### src/rtl/frsft_pkg.sv
// constants and carrier types for one fifo lane with sampled port clocks
// assumes the system clock runs far faster than either port clock
package frsft_pkg;

    localparam int UNIT_W = 10;
    localparam int WIDE_W = 20;
    localparam int OFS_W = 16;
    localparam int AGE_W = 4;
    localparam int CLK_MHZ = 10;

    // least write-to-read separation for a flag to see a port event
    localparam int SKEW_WINDOW_RISING_NS = 300;
    localparam int SKEW_WINDOW_FALLING_NS = 300;
    localparam int SKEW_RISE_INT = (SKEW_WINDOW_RISING_NS * CLK_MHZ + 999) / 1000;
    localparam int SKEW_FALL_INT = (SKEW_WINDOW_FALLING_NS * CLK_MHZ + 999) / 1000;
    localparam logic [AGE_W-1:0] SKEW_RISE_CYC =
        AGE_W'((SKEW_RISE_INT < 1) ? 1 : SKEW_RISE_INT);
    localparam logic [AGE_W-1:0] SKEW_FALL_CYC =
        AGE_W'((SKEW_FALL_INT < 1) ? 1 : SKEW_FALL_INT);
    localparam logic [AGE_W-1:0] AGE_MAX = {AGE_W{1'b1}};

    // mode encodings
    localparam logic FIFO_COUNT_QUAD = 1'b1;
    localparam int DUAL_LANE_A = 0;
    localparam int DUAL_LANE_B = 2;

    // flag reset values, all active low
    localparam logic EMPTY_RST = 1'b0;
    localparam logic READY_OUT_RST = 1'b1;
    localparam logic FULL_RST = 1'b1;
    localparam logic READY_IN_RST = 1'b1;
    localparam logic AEMPTY_RST = 1'b0;
    localparam logic AFULL_RST = 1'b1;
    localparam logic ECHO_RST = 1'b1;
    localparam logic DRIVE_OFF = 1'b1;

    typedef struct packed {
        logic write_clock;
        logic read_clock;
        logic write_select_n;
        logic write_enable_n;
        logic read_select_n;
        logic read_enable_n;
        logic output_enable_n;
        logic [WIDE_W-1:0] write_data;
        logic fifo_count_select;
        logic write_double_rate;
        logic read_double_rate;
        logic fall_through_select;
        logic flag_timing_select;
        logic input_width_select;
        logic output_width_select;
        logic [OFS_W-1:0] almost_empty_offset;
        logic [OFS_W-1:0] almost_full_offset;
    } frsft_pin_s;

endpackage : frsft_pkg

### src/rtl/frsft_lane.sv
// one fifo lane: write port, read port, flags, echo and output drive
// both port clocks are plain pins sampled by clk_sys_i; each port clock
// period must span several system cycles for edges to be seen
// Function
// - standard mode empty clears one read cycle later
// - write inside skew window adds one read cycle
// - fall-through output ready two read cycles later
// - double-rate write measures skew from falling edge
// - sync almost-empty clears one read cycle after writes
// - input ready returns one write cycle after read
// - sync almost-full clears one write cycle after read
// - echo low on delivered word, high otherwise
// - echo timed by the read clock
// - data driven only with select and enable low
// - dual mode uses lanes 0 and 2 only
// - quad fall-through mode set by configuration pins
// - 20-bit double-rate writes read as 10-bit words
// - 10-bit writes read as 20-bit double-rate words
// - flag timing select picks sync or split flags
module frsft_lane
    import frsft_pkg::*;
#(
    parameter int DEPTH = 64,
    parameter int LANE_ID = 0
) (
    input wire logic clk_sys_i, // system clock
    input wire logic rstn_i, // synchronous reset, active low
    input wire logic write_clock_i, // write port clock pin
    input wire logic read_clock_i, // read port clock pin
    input wire logic write_select_n_i, // write chip select
    input wire logic write_enable_n_i, // write enable
    input wire logic read_select_n_i, // read chip select
    input wire logic read_enable_n_i, // read enable
    input wire logic output_enable_n_i, // output enable
    input wire logic [WIDE_W-1:0] write_data_i, // write data
    input wire logic fifo_count_select_i, // 1 quad, 0 dual
    input wire logic write_double_rate_i, // write on both edges
    input wire logic read_double_rate_i, // read on both edges
    input wire logic fall_through_select_i, // 1 fall-through mode
    input wire logic flag_timing_select_i, // 1 synchronous almost flags
    input wire logic input_width_select_i, // 1 wide writes
    input wire logic output_width_select_i, // 1 wide reads
    input wire logic [OFS_W-1:0] almost_empty_offset_i, // almost-empty level
    input wire logic [OFS_W-1:0] almost_full_offset_i, // almost-full level
    output logic empty_flag_n_o, // standard mode empty
    output logic output_ready_n_o, // fall-through word ready
    output logic full_flag_n_o, // standard mode full
    output logic input_ready_n_o, // fall-through room ready
    output logic almost_empty_flag_n_o, // almost empty
    output logic almost_full_flag_n_o, // almost full
    output logic echo_read_enable_n_o, // new word placed on output
    output logic [WIDE_W-1:0] read_data_out_o, // output register
    output logic read_data_oe_n_o, // data pin enable, low drives
    output logic lane_used_o // lane active in this mode
);

    localparam int AW = $clog2(DEPTH);
    localparam int PW = AW + 1;
    localparam logic [OFS_W-1:0] DEPTH_W = OFS_W'(DEPTH);
    localparam logic [PW-1:0] ONE_P = PW'(1);
    localparam logic [PW-1:0] TWO_P = PW'(2);
    localparam logic [1:0] BUF_FULL = 2'h2;

    // pin synchroniser: first stage feeds only the second
    frsft_pin_s pin_meta;
    frsft_pin_s pin;
    always_ff @(posedge clk_sys_i) begin
        pin_meta <= '{write_clock_i, read_clock_i, write_select_n_i,
                      write_enable_n_i, read_select_n_i, read_enable_n_i,
                      output_enable_n_i, write_data_i, fifo_count_select_i,
                      write_double_rate_i, read_double_rate_i,
                      fall_through_select_i, flag_timing_select_i,
                      input_width_select_i, output_width_select_i,
                      almost_empty_offset_i, almost_full_offset_i};
        pin <= pin_meta;
    end

    // port clock edges
    logic wclk_d;
    logic rclk_d;
    always_ff @(posedge clk_sys_i) begin
        if (!rstn_i) begin
            wclk_d <= 1'b0;
            rclk_d <= 1'b0;
        end else begin
            wclk_d <= pin.write_clock;
            rclk_d <= pin.read_clock;
        end
    end

    logic w_rise, w_fall, r_rise, r_fall, w_evt, r_evt, w_ref, r_ref;
    logic fwft, sync_flags;
    logic [PW-1:0] in_units, out_units;
    logic [AGE_W-1:0] w_skew;
    assign w_rise = pin.write_clock & ~wclk_d;
    assign w_fall = ~pin.write_clock & wclk_d;
    assign r_rise = pin.read_clock & ~rclk_d;
    assign r_fall = ~pin.read_clock & rclk_d;
    assign w_evt = w_rise | (pin.write_double_rate & w_fall);
    assign r_evt = r_rise | (pin.read_double_rate & r_fall);
    assign w_ref = pin.write_double_rate ? w_fall : w_rise;
    assign r_ref = pin.read_double_rate ? r_fall : r_rise;
    assign w_skew = pin.write_double_rate ? SKEW_FALL_CYC : SKEW_RISE_CYC;
    assign fwft = pin.fall_through_select;
    assign sync_flags = pin.flag_timing_select;
    assign in_units = pin.input_width_select ? TWO_P : ONE_P;
    assign out_units = pin.output_width_select ? TWO_P : ONE_P;

    // storage in 10-bit units; wide words occupy two units, low half first
    logic [UNIT_W-1:0] mem [DEPTH];
    logic [PW-1:0] wr_ptr, wr_ptr_prev, rd_ptr, rd_ptr_prev, rd_cptr;
    logic [PW-1:0] r_wsnap1, r_wsnap2, w_rsnap;
    logic [AGE_W-1:0] w_age, r_age;

    // write side: free space judged from the write-side view of the reader
    logic [PW-1:0] used_w;
    logic [OFS_W-1:0] free_w;
    logic wr_ok;
    assign used_w = wr_ptr - w_rsnap;
    assign free_w = DEPTH_W - OFS_W'(used_w);
    assign wr_ok = w_evt & ~pin.write_select_n & ~pin.write_enable_n &
                   (free_w >= OFS_W'(in_units));

    always_ff @(posedge clk_sys_i) begin
        if (wr_ok) begin
            mem[wr_ptr[AW-1:0]] <= pin.write_data[UNIT_W-1:0];
            if (pin.input_width_select) begin
                mem[AW'(wr_ptr + ONE_P)] <= pin.write_data[WIDE_W-1:UNIT_W];
            end
        end
    end

    always_ff @(posedge clk_sys_i) begin
        if (!rstn_i) begin
            wr_ptr <= '0;
        end else if (wr_ok) begin
            wr_ptr <= wr_ptr + in_units;
        end
    end

    // age since the last reference edge decides if a snapshot sees it
    always_ff @(posedge clk_sys_i) begin
        if (!rstn_i) begin
            w_age <= AGE_MAX;
            wr_ptr_prev <= '0;
        end else if (w_ref) begin
            w_age <= '0;
            wr_ptr_prev <= wr_ptr;
        end else if (w_age != AGE_MAX) begin
            w_age <= w_age + 1'b1;
        end
    end

    always_ff @(posedge clk_sys_i) begin
        if (!rstn_i) begin
            r_age <= AGE_MAX;
            rd_ptr_prev <= '0;
        end else if (r_ref) begin
            r_age <= '0;
            rd_ptr_prev <= rd_ptr;
        end else if (r_age != AGE_MAX) begin
            r_age <= r_age + 1'b1;
        end
    end

    // crossing snapshots: stage one for standard flags, stage two for
    // the fall-through load
    always_ff @(posedge clk_sys_i) begin
        if (!rstn_i) begin
            r_wsnap1 <= '0;
            r_wsnap2 <= '0;
        end else if (r_rise) begin
            r_wsnap1 <= (w_age >= w_skew) ? wr_ptr : wr_ptr_prev;
            r_wsnap2 <= r_wsnap1;
        end
    end

    always_ff @(posedge clk_sys_i) begin
        if (!rstn_i) begin
            w_rsnap <= '0;
        end else if (w_rise) begin
            w_rsnap <= (r_age >= SKEW_RISE_CYC) ? rd_ptr : rd_ptr_prev;
        end
    end

    // two-entry buffer between storage and the output register; it stalls
    // the prefetch while the reader holds off
    logic [WIDE_W-1:0] buf_data [2];
    logic buf_wp, buf_rp;
    logic [1:0] buf_cnt;
    logic [PW-1:0] vis_units;
    logic pf_valid, buf_ready, push, load, rd_req;
    logic [WIDE_W-1:0] pf_word;
    logic out_valid;
    assign vis_units = (fwft ? r_wsnap2 : r_wsnap1) - rd_ptr;
    assign pf_valid = vis_units >= out_units;
    assign buf_ready = buf_cnt != BUF_FULL;
    assign push = pf_valid & buf_ready;
    assign pf_word = pin.output_width_select ?
        {mem[AW'(rd_ptr + ONE_P)], mem[rd_ptr[AW-1:0]]} :
        {{(WIDE_W-UNIT_W){1'b0}}, mem[rd_ptr[AW-1:0]]};
    assign rd_req = ~pin.read_select_n & ~pin.read_enable_n;
    assign load = r_evt & (buf_cnt != 2'h0) &
        (fwft ? (~out_valid | rd_req) : (rd_req & empty_flag_n_o));

    always_ff @(posedge clk_sys_i) begin
        if (push) begin
            buf_data[buf_wp] <= pf_word;
        end
    end

    always_ff @(posedge clk_sys_i) begin
        if (!rstn_i) begin
            buf_wp <= 1'b0;
            buf_rp <= 1'b0;
            buf_cnt <= 2'h0;
            rd_ptr <= '0;
        end else begin
            if (push) begin
                buf_wp <= ~buf_wp;
                rd_ptr <= rd_ptr + out_units;
            end
            if (load) begin
                buf_rp <= ~buf_rp;
            end
            buf_cnt <= buf_cnt + {1'b0, push} - {1'b0, load};
        end
    end

    // committed read pointer counts 10-bit units the reader has taken
    always_ff @(posedge clk_sys_i) begin
        if (!rstn_i) begin
            rd_cptr <= '0;
        end else if (load) begin
            rd_cptr <= rd_cptr + out_units;
        end
    end

    always_ff @(posedge clk_sys_i) begin
        if (!rstn_i) begin
            read_data_out_o <= '0;
        end else if (load) begin
            read_data_out_o <= buf_data[buf_rp];
        end
    end

    // output ready: word held in the output register in fall-through mode
    always_ff @(posedge clk_sys_i) begin
        if (!rstn_i) begin
            out_valid <= 1'b0;
        end else if (!fwft) begin
            out_valid <= 1'b0;
        end else if (load) begin
            out_valid <= 1'b1;
        end else if (r_evt & rd_req) begin
            out_valid <= 1'b0;
        end
    end

    always_ff @(posedge clk_sys_i) begin
        if (!rstn_i) begin
            output_ready_n_o <= READY_OUT_RST;
        end else if (!fwft) begin
            output_ready_n_o <= READY_OUT_RST;
        end else if (r_evt) begin
            output_ready_n_o <= ~(load | (out_valid & ~rd_req));
        end
    end

    // empty flag looks at the buffer filled from stage one
    always_ff @(posedge clk_sys_i) begin
        if (!rstn_i) begin
            empty_flag_n_o <= EMPTY_RST;
        end else if (fwft) begin
            empty_flag_n_o <= 1'b1;
        end else if (r_rise) begin
            empty_flag_n_o <= (buf_cnt - {1'b0, load}) != 2'h0;
        end
    end

    // echo only moves on read clock edges
    always_ff @(posedge clk_sys_i) begin
        if (!rstn_i) begin
            echo_read_enable_n_o <= ECHO_RST;
        end else if (r_evt) begin
            echo_read_enable_n_o <= ~load;
        end
    end

    // write side full and input ready use the pre-edge snapshot, so a
    // read shows up one write cycle after it is seen
    logic full_next;
    assign full_next = (free_w - (wr_ok ? OFS_W'(in_units) : '0)) <
                       OFS_W'(in_units);

    always_ff @(posedge clk_sys_i) begin
        if (!rstn_i) begin
            full_flag_n_o <= FULL_RST;
            input_ready_n_o <= READY_IN_RST;
        end else if (w_rise) begin
            full_flag_n_o <= fwft | ~full_next;
            input_ready_n_o <= ~fwft | full_next;
        end
    end

    // almost flags: each port's own view, split between ports when the
    // flag timing select is low
    logic [PW-1:0] used_r;
    logic ae_hit_r, ae_hit_w, af_hit_r, af_hit_w;
    assign used_r = r_wsnap1 - rd_cptr;
    assign ae_hit_r = OFS_W'(used_r) <= pin.almost_empty_offset;
    assign ae_hit_w = OFS_W'(used_w) <= pin.almost_empty_offset;
    assign af_hit_w = OFS_W'(used_w) >= (DEPTH_W - pin.almost_full_offset);
    assign af_hit_r = OFS_W'(used_r) >= (DEPTH_W - pin.almost_full_offset);

    always_ff @(posedge clk_sys_i) begin
        if (!rstn_i) begin
            almost_empty_flag_n_o <= AEMPTY_RST;
        end else if (sync_flags) begin
            if (r_rise) begin
                almost_empty_flag_n_o <= ~ae_hit_r;
            end
        end else if (r_rise & ae_hit_r) begin
            almost_empty_flag_n_o <= 1'b0;
        end else if (w_rise & ~ae_hit_w) begin
            almost_empty_flag_n_o <= 1'b1;
        end
    end

    always_ff @(posedge clk_sys_i) begin
        if (!rstn_i) begin
            almost_full_flag_n_o <= AFULL_RST;
        end else if (sync_flags) begin
            if (w_rise) begin
                almost_full_flag_n_o <= ~af_hit_w;
            end
        end else if (w_rise & af_hit_w) begin
            almost_full_flag_n_o <= 1'b0;
        end else if (r_rise & ~af_hit_r) begin
            almost_full_flag_n_o <= 1'b1;
        end
    end

    // data pin drive follows select and output enable only
    always_ff @(posedge clk_sys_i) begin
        if (!rstn_i) begin
            read_data_oe_n_o <= DRIVE_OFF;
        end else begin
            read_data_oe_n_o <= pin.read_select_n | pin.output_enable_n;
        end
    end

    // dual mode leaves only two lanes in service; the rest behave alike
    always_ff @(posedge clk_sys_i) begin
        if (!rstn_i) begin
            lane_used_o <= 1'b0;
        end else begin
            lane_used_o <= (pin.fifo_count_select == FIFO_COUNT_QUAD) |
                           (LANE_ID == DUAL_LANE_A) |
                           (LANE_ID == DUAL_LANE_B);
        end
    end

endmodule : frsft_lane

### config.mk
export PLATFORM = sky130hd
export DESIGN_NAME = frsft_lane
export DESIGN_NICKNAME = d
export VERILOG_FILES = /design/src/rtl/frsft_pkg.sv /design/src/rtl/frsft_lane.sv
export SDC_FILE = /design/constraint.sdc
export NUM_CORES = 2
export LEC_CHECK = 0
export BUFFER_PORTS_ARGS = -buffer_cell sky130_fd_sc_hd__buf_2
export CAP_MARGIN = 20
export CELL_PAD_IN_SITES_DETAIL_PLACEMENT = 1
export CELL_PAD_IN_SITES_GLOBAL_PLACEMENT = 2
export CORE_UTILIZATION = 47
export DETAILED_ROUTE_END_ITERATION = 6
export GPL_TIMING_DRIVEN = 1
export PLACE_DENSITY = 0.8
export SYNTH_ARGS = -nofsm -noshare
export SYNTH_HDL_FRONTEND = slang
export SYNTH_SLANG_ARGS = --single-unit
### constraint.sdc
create_clock -name clk_sys_i -period 6.49 [get_ports clk_sys_i]
set_clock_uncertainty 0.2 [all_clocks]
set_input_delay 1.298 -clock clk_sys_i [delete_from_list [all_inputs] [get_ports clk_sys_i]]
set_output_delay 1.298 -clock clk_sys_i [all_outputs]
set_load 0.05 [all_outputs]
# [Word-level counts from Yosys, hierarchy flattened]
# Memory sizes are Yosys's and may differ from the RTL's. A register that Yosys moved wholly into a read port is not among the register bits.
# Cells that the tools add are included.
[totals] ram_bits=680 regBits=210 memories=2
[mem_list] memory="mem" depth=64 word_bits=10 read_ports=2 rd_clocked_by_memory_dff=1 wr=2 line="frsft_lane.sv:110" rtl="logic [UNIT_W-1:0] mem [DEPTH];"
[mem_list] memory="buf_data" depth=2 word_bits=20 read_ports=1 rd_clocked_by_memory_dff=1 wr=1 line="frsft_lane.sv:188" rtl="logic [WIDE_W-1:0] buf_data [2];"
[op_classes] eq_ne=5 order_cmp=9 reduce_logical=12 add_sub_neg=16 n_mux=36 bitwise=47
[op_table] cell="$ge 7x16->1" n=2
[op_table] cell="$le 7x16->1" n=2
[op_table] cell="$mux 1" n=23
[op_table] cell="$add 7x2->7" n=3
[op_table] cell="$mux 7" n=3
[op_table] cell="$sub 7x7->7" n=3
[op_table] cell="$and 1x1->1" n=20
[op_table] cell="$mux 20" n=1
[op_table] cell="$not 1->1" n=20
[op_table] cell="$ge 16x2->1" n=1
[op_table] cell="$lt 16x2->1" n=1
[op_table] cell="$mux 4" n=4
[op_table] cell="$sub 7x16->16 const A" n=1
[op_table] cell="$add 6x1->6 const B" n=2
[op_table] cell="$mux 6" n=2
[op_table] cell="$reduce_bool 2->1" n=6
[op_table] cell="$sub 8x3->9" n=1
[op_table] cell="$add 4x1->4 const B" n=2
[op_table] cell="$ge 4x2->1 const B" n=2
[op_table] cell="$ne 4x4->1 const B" n=2
[op_table] cell="$sub 7x7->8 const A" n=1
[op_table] cell="$ge 7x2->1" n=1
[op_table] cell="$or 1x1->1" n=7
[op_table] cell="$mux 2" n=3
[op_table] cell="other kinds (7)" n=12

# [Longest topological paths before layout]
[depth] word_depth=12 depth_mapped=24 depth_no_buf=21

# [Worst setup path before layout]
# OpenSTA, ideal clock, no wires.
[synth_path] path_type="reg2reg" from="register wr_ptr[0]" to="register full_flag_n_o" arrival_time_ps=4784 synth_period_minus_slack_ps=5116 slack_ps=1374 path_buffers=3 path_stages_with_launch=24 t_required_ps=6158 cell_sequence="dfxtp_1 -> clkinv_1 -> ha_1 -> inv_1 -> fa_1 -> inv_1 -> ha_1 -> inv_1 -> or3_1 -> or3b_1 -> a2bb2oi_2 -> buf_6 -> buf_4 -> o21ai_0 -> buf_2 -> nor2_1 -> ha_1 -> fa_1 -> inv_1 -> ha_1 -> a21oi_1 -> nand3_1 -> nor4_1 -> o21ai_0"
[synth_via] elab_chain_cells=9
[synth_rtl] item="start, declared" line="frsft_lane.sv:111" rtl="logic [PW-1:0] wr_ptr, wr_ptr_prev, rd_ptr, rd_ptr_prev, rd_cptr;"
[synth_rtl] item="start signal, assigned" line="frsft_lane.sv:137" rtl="wr_ptr <= wr_ptr + in_units;"
[synth_rtl] item="$sub 7x7->7 (*)" line="frsft_lane.sv:119" rtl="assign used_w = wr_ptr - w_rsnap;"
[synth_rtl] item="$sub 7x7->8 (*)" line="frsft_lane.sv:120" rtl="assign free_w = DEPTH_W - OFS_W'(used_w);"
[synth_rtl] item="$ge 16x2->1" line="frsft_lane.sv:122" rtl="(free_w >= OFS_W'(in_units));"
[synth_rtl] item="$and 1x1->1" line="frsft_lane.sv:121" rtl="assign wr_ok = w_evt & ~pin.write_select_n & ~pin.write_enable_n &"
[synth_rtl] item="$mux 2" line="frsft_lane.sv:293" rtl="assign full_next = (free_w - (wr_ok ? OFS_W'(in_units) : '0)) <"
[synth_rtl] item="$sub 8x3->9 (*)" line="frsft_lane.sv:293"
[synth_rtl] item="$lt 16x2->1 (*)" line="frsft_lane.sv:293"
[synth_rtl] item="$not 1->1 (*)" line="frsft_lane.sv:301" rtl="full_flag_n_o <= fwft | ~full_next;"
[synth_rtl] item="$or 1x1->1 (*)" line="frsft_lane.sv:301"
[synth_rtl] item="end signal, assigned" line="frsft_lane.sv:301"
[synth_rtl] item="end, declared" line="frsft_lane.sv:47" rtl="output logic full_flag_n_o,"
# Mark *: on every way between the ends. The rest lies on a longest branch, timed or not.
# A chain may end at the register's enable or synchronous reset.

==> results.json <==
{
  "vias": 33880,
  "first_iter_violations": 4741,
  "leakage_nw": 17.7,
  "ir_worst_vdd_uv": 387,
  "syn_to_final_growth_pct": 10.9,
  "clock-root-buffer": "clkbuf_16",
  "first_global_vias": 34070,
  "grt_max_degree": 109,
  "max_slew_margin_pct": 19.3,
  "power_density_mw_per_mm2": 370,
  "placed_cells": 4572,
  "status": "completed",
  "clkSlewWorstSetupHoldPaths_ps": 60,
  "drv_slew": 0,
  "layout_common_cells": "edfxtp_1, mux4_2, mux2_2, o2bb2ai_1, dfxtp_1",
  "crit_fanout": 81,
  "io_pins": 97,
  "required_ps": 6710,
  "drive_gt1_share_pct": 37.1,
  "end_kind": "flip-flop",
  "worstHoldStart": "pin_meta[0]$_DFF_P_",
  "core.rowCount": 118,
  "period_needed_ps": 5490,
  "min_period_over_period_pct": 84.6,
  "grt_pass1_wl_um": 260000,
  "final_common_cell": "edfxtp_1",
  "clkLatencyLatePin_ps": 720,
  "critPathLaunchType": "flip-flop",
  "htree_levels": 3,
  "maxCapViolations": 0,
  "rr_startpoint": "wr_ptr[0]$_SDFFE_PN0P_",
  "initial_core_util_pct": 47.6,
  "cts_tree": "done",
  "layoutNonFillerInstCount": 4767,
  "gp_congestion": 0.991,
  "dpl_worst_slack_ps": 1100,
  "viasPerCell": 7.11,
  "p_sw_mw": 7.03,
  "post_cts_buffers": 0,
  "yosysUniqueCellTypes": 76,
  "die_y_um": 326,
  "clk_path_buf_depth": 3,
  "cts.repair.resized": 0,
  "cts_buffers": 101,
  "core_area_sq_mm": 0.104,
  "critPathKind": "reg2reg",
  "tightestPinTransition_ps": 1210,
  "synthFlopType": "edfxtp_1",
  "setup-tns-final_ps": 0,
  "dieArea_sq_mm": 0.107,
  "die_x_um": 326,
  "cts_sinks": 916,
  "finalSetupViolations": 0,
  "antenna_found_initial": 5,
  "swShare_pct": 34.7,
  "drtPass1Iterations": 5,
  "crit_start": "wr_ptr[0]$_SDFFE_PN0P_",
  "synth_nets": 3457,
  "synth_area_sq_mm": 0.0495,
  "nets": 3439,
  "power_frac_comb_pct": 37.0,
  "fin_ws_ps": 999,
  "syn_avg_cell_area_sq_um": 14.9,
  "routedWlPerCell_um": 38.8,
  "pwr-share-clk_pct": 28.9,
  "hp-class": "reg2reg",
  "synth_edf_count": 680,
  "grt_util_all_layers_pct": 34.6,
  "rsz0062_at_grt": "no",
  "async_flop_share_pct": 0,
  "syn_inst": 3314,
  "finalHoldViolations": 0,
  "p_int_mw": 13.2,
  "max_freq_ghz": 0.182,
  "synth_warnings": 0,
  "p_seq_share_pct": 34.1,
  "hpwl_um": 124000,
  "antenna_left": 0,
  "wl_um": 185000,
  "ys_seq_area_share_pct": 50.8,
  "timing.hold.ws_ps": 125,
  "overflow": 0,
  "cts_hold_buf": 0,
  "synth_seq_cells": 916,
  "drc": 0,
  "crit_arrival_ps": 5710,
  "port_buffers": 95
}
==> path summary, 6_finish.rpt <==
kind,end,slack [ps],cells after the start
min reg2reg,pin[0]$_DFF_P_,120,0
max reg2reg,mem[49][1]$_DFFE_PP_,1000,15
max,mem[49][1]$_DFFE_PP_,1000,15
min,pin[0]$_DFF_P_,120,0
==> metrics by stage <==
stage | utilization [%] | area (sq um) | power, mW
detailed placement | 49.6 | 51500 | 14.4
CTS | 52.8 | 54800 | 20.2
finish | 52.8 | 54900 | 20.3
floorplan | - | 49500 | 11.7
global route | 52.8 | 54900 | 20.7
global placement | 49.5 | 51500 | 14.2
==> per-layer routing <==
metal  up-vias  global-route usage, %  share of wire [%]
met5         -                  0.355              0.056
met4         8                   22.2                7.9
met3       479                   8.96                 12
met2      2319                   52.5                 45
met1     17641                   44.2                 36
li1      13433                      -                  -
==> flip-flops by register name, summed over array words and instances, names as in the netlist, 20 cells and up, named ones only <==
register / flops
mem: 640
pin_meta: 65
pin: 63
buf_data: 40
read_data_out_o: 20
==> layout make-up <==
type,instances,area [sq um]
fill,9870,49100
sequential,916,25200
multi-input combinational,1989,22700
clock buffer,137,2810
tap,1380,1730
timing repair buffer,237,1700
clock inverter,51,509
inverter,51,191
antenna,6,15.0
==> cell families (layout without fill, tap and decap cells) <==
kind of cell | after synthesis | count (layout) | synth area share, %
AOI/OAI and AO/OA | 636 | 636 | 11.4
xor gates and xnor gates | 42 | 42 | 0.744
adders and majority gates | 75 | 75 | 2.00
buffers and inverters | 409 | 476 | 3.52
DFF | 916 | 916 | 50.8
muxes | 801 | 801 | 27.4
other | 0 | 6 | 0
and+or+nand+nor | 435 | 435 | 4.07
==> worst max-delay path: stages (launching register included) <==
cell and delay [ps]:
dfxtp_1 330, clkinv_1 270, ha_1 320, inv_1 70, fa_1 520, inv_1 110, ha_1 250, inv_1 110
nor3_1 210, mux2i_1 130, mux2i_1 170, a2bb2oi_4 230, buf_12 460, o2111ai_2 430, o21ai_0 890, buf_4 290
==> power groups by stage <==
stage               Clock, mW  Combinational, mW  Sequential, mW
finish                   5.86               7.50            6.92
detailed placement          0               7.32            7.05
CTS                      5.92               7.36            6.93
floorplan                   0               4.80            6.92
global route             6.11               7.64            6.95
global placement            0               7.20            7.03
==> cells in the mapped netlist (5+ instances only) <==
cell       count  area [sq um]
a211oi_1      54           405
a21o_1        10          75.1
a21oi_1       36           180
a22oi_1       18           135
a311oi_1      10          87.6
and2_1        19           119
and3_1         6          37.5
buf_1         43           161
buf_2         73           365
buf_4         12          90.1
buf_6          9           101
clkbuf_1     220           826
dfxtp_1      236          4720
edfxtp_1     680         20400
fa_1           7           140
ha_1          68           851
inv_1         49           184
mux2_2       328          3690
mux2i_1       63           631
mux4_2       410          9230
nand2_1      165           619
nand2b_1      15          93.8
nand3_1       17          85.1
nand3b_1       5          37.5
nor2_1       118           443
nor2b_1       11          68.8
nor3_1        40           200
nor4_1         9          56.3
o2111ai_2      9           135
o2111ai_4     22           578
o211ai_1       7          52.6
o211ai_2      30           375
o21a_1         9          67.6
o21ai_0       70           350
o2bb2ai_1    320          2800
or3_1          7          43.8
xnor2_1       28           245
xor2_1        14           123
No activity file was read; power rests on OpenSTA's default activity.
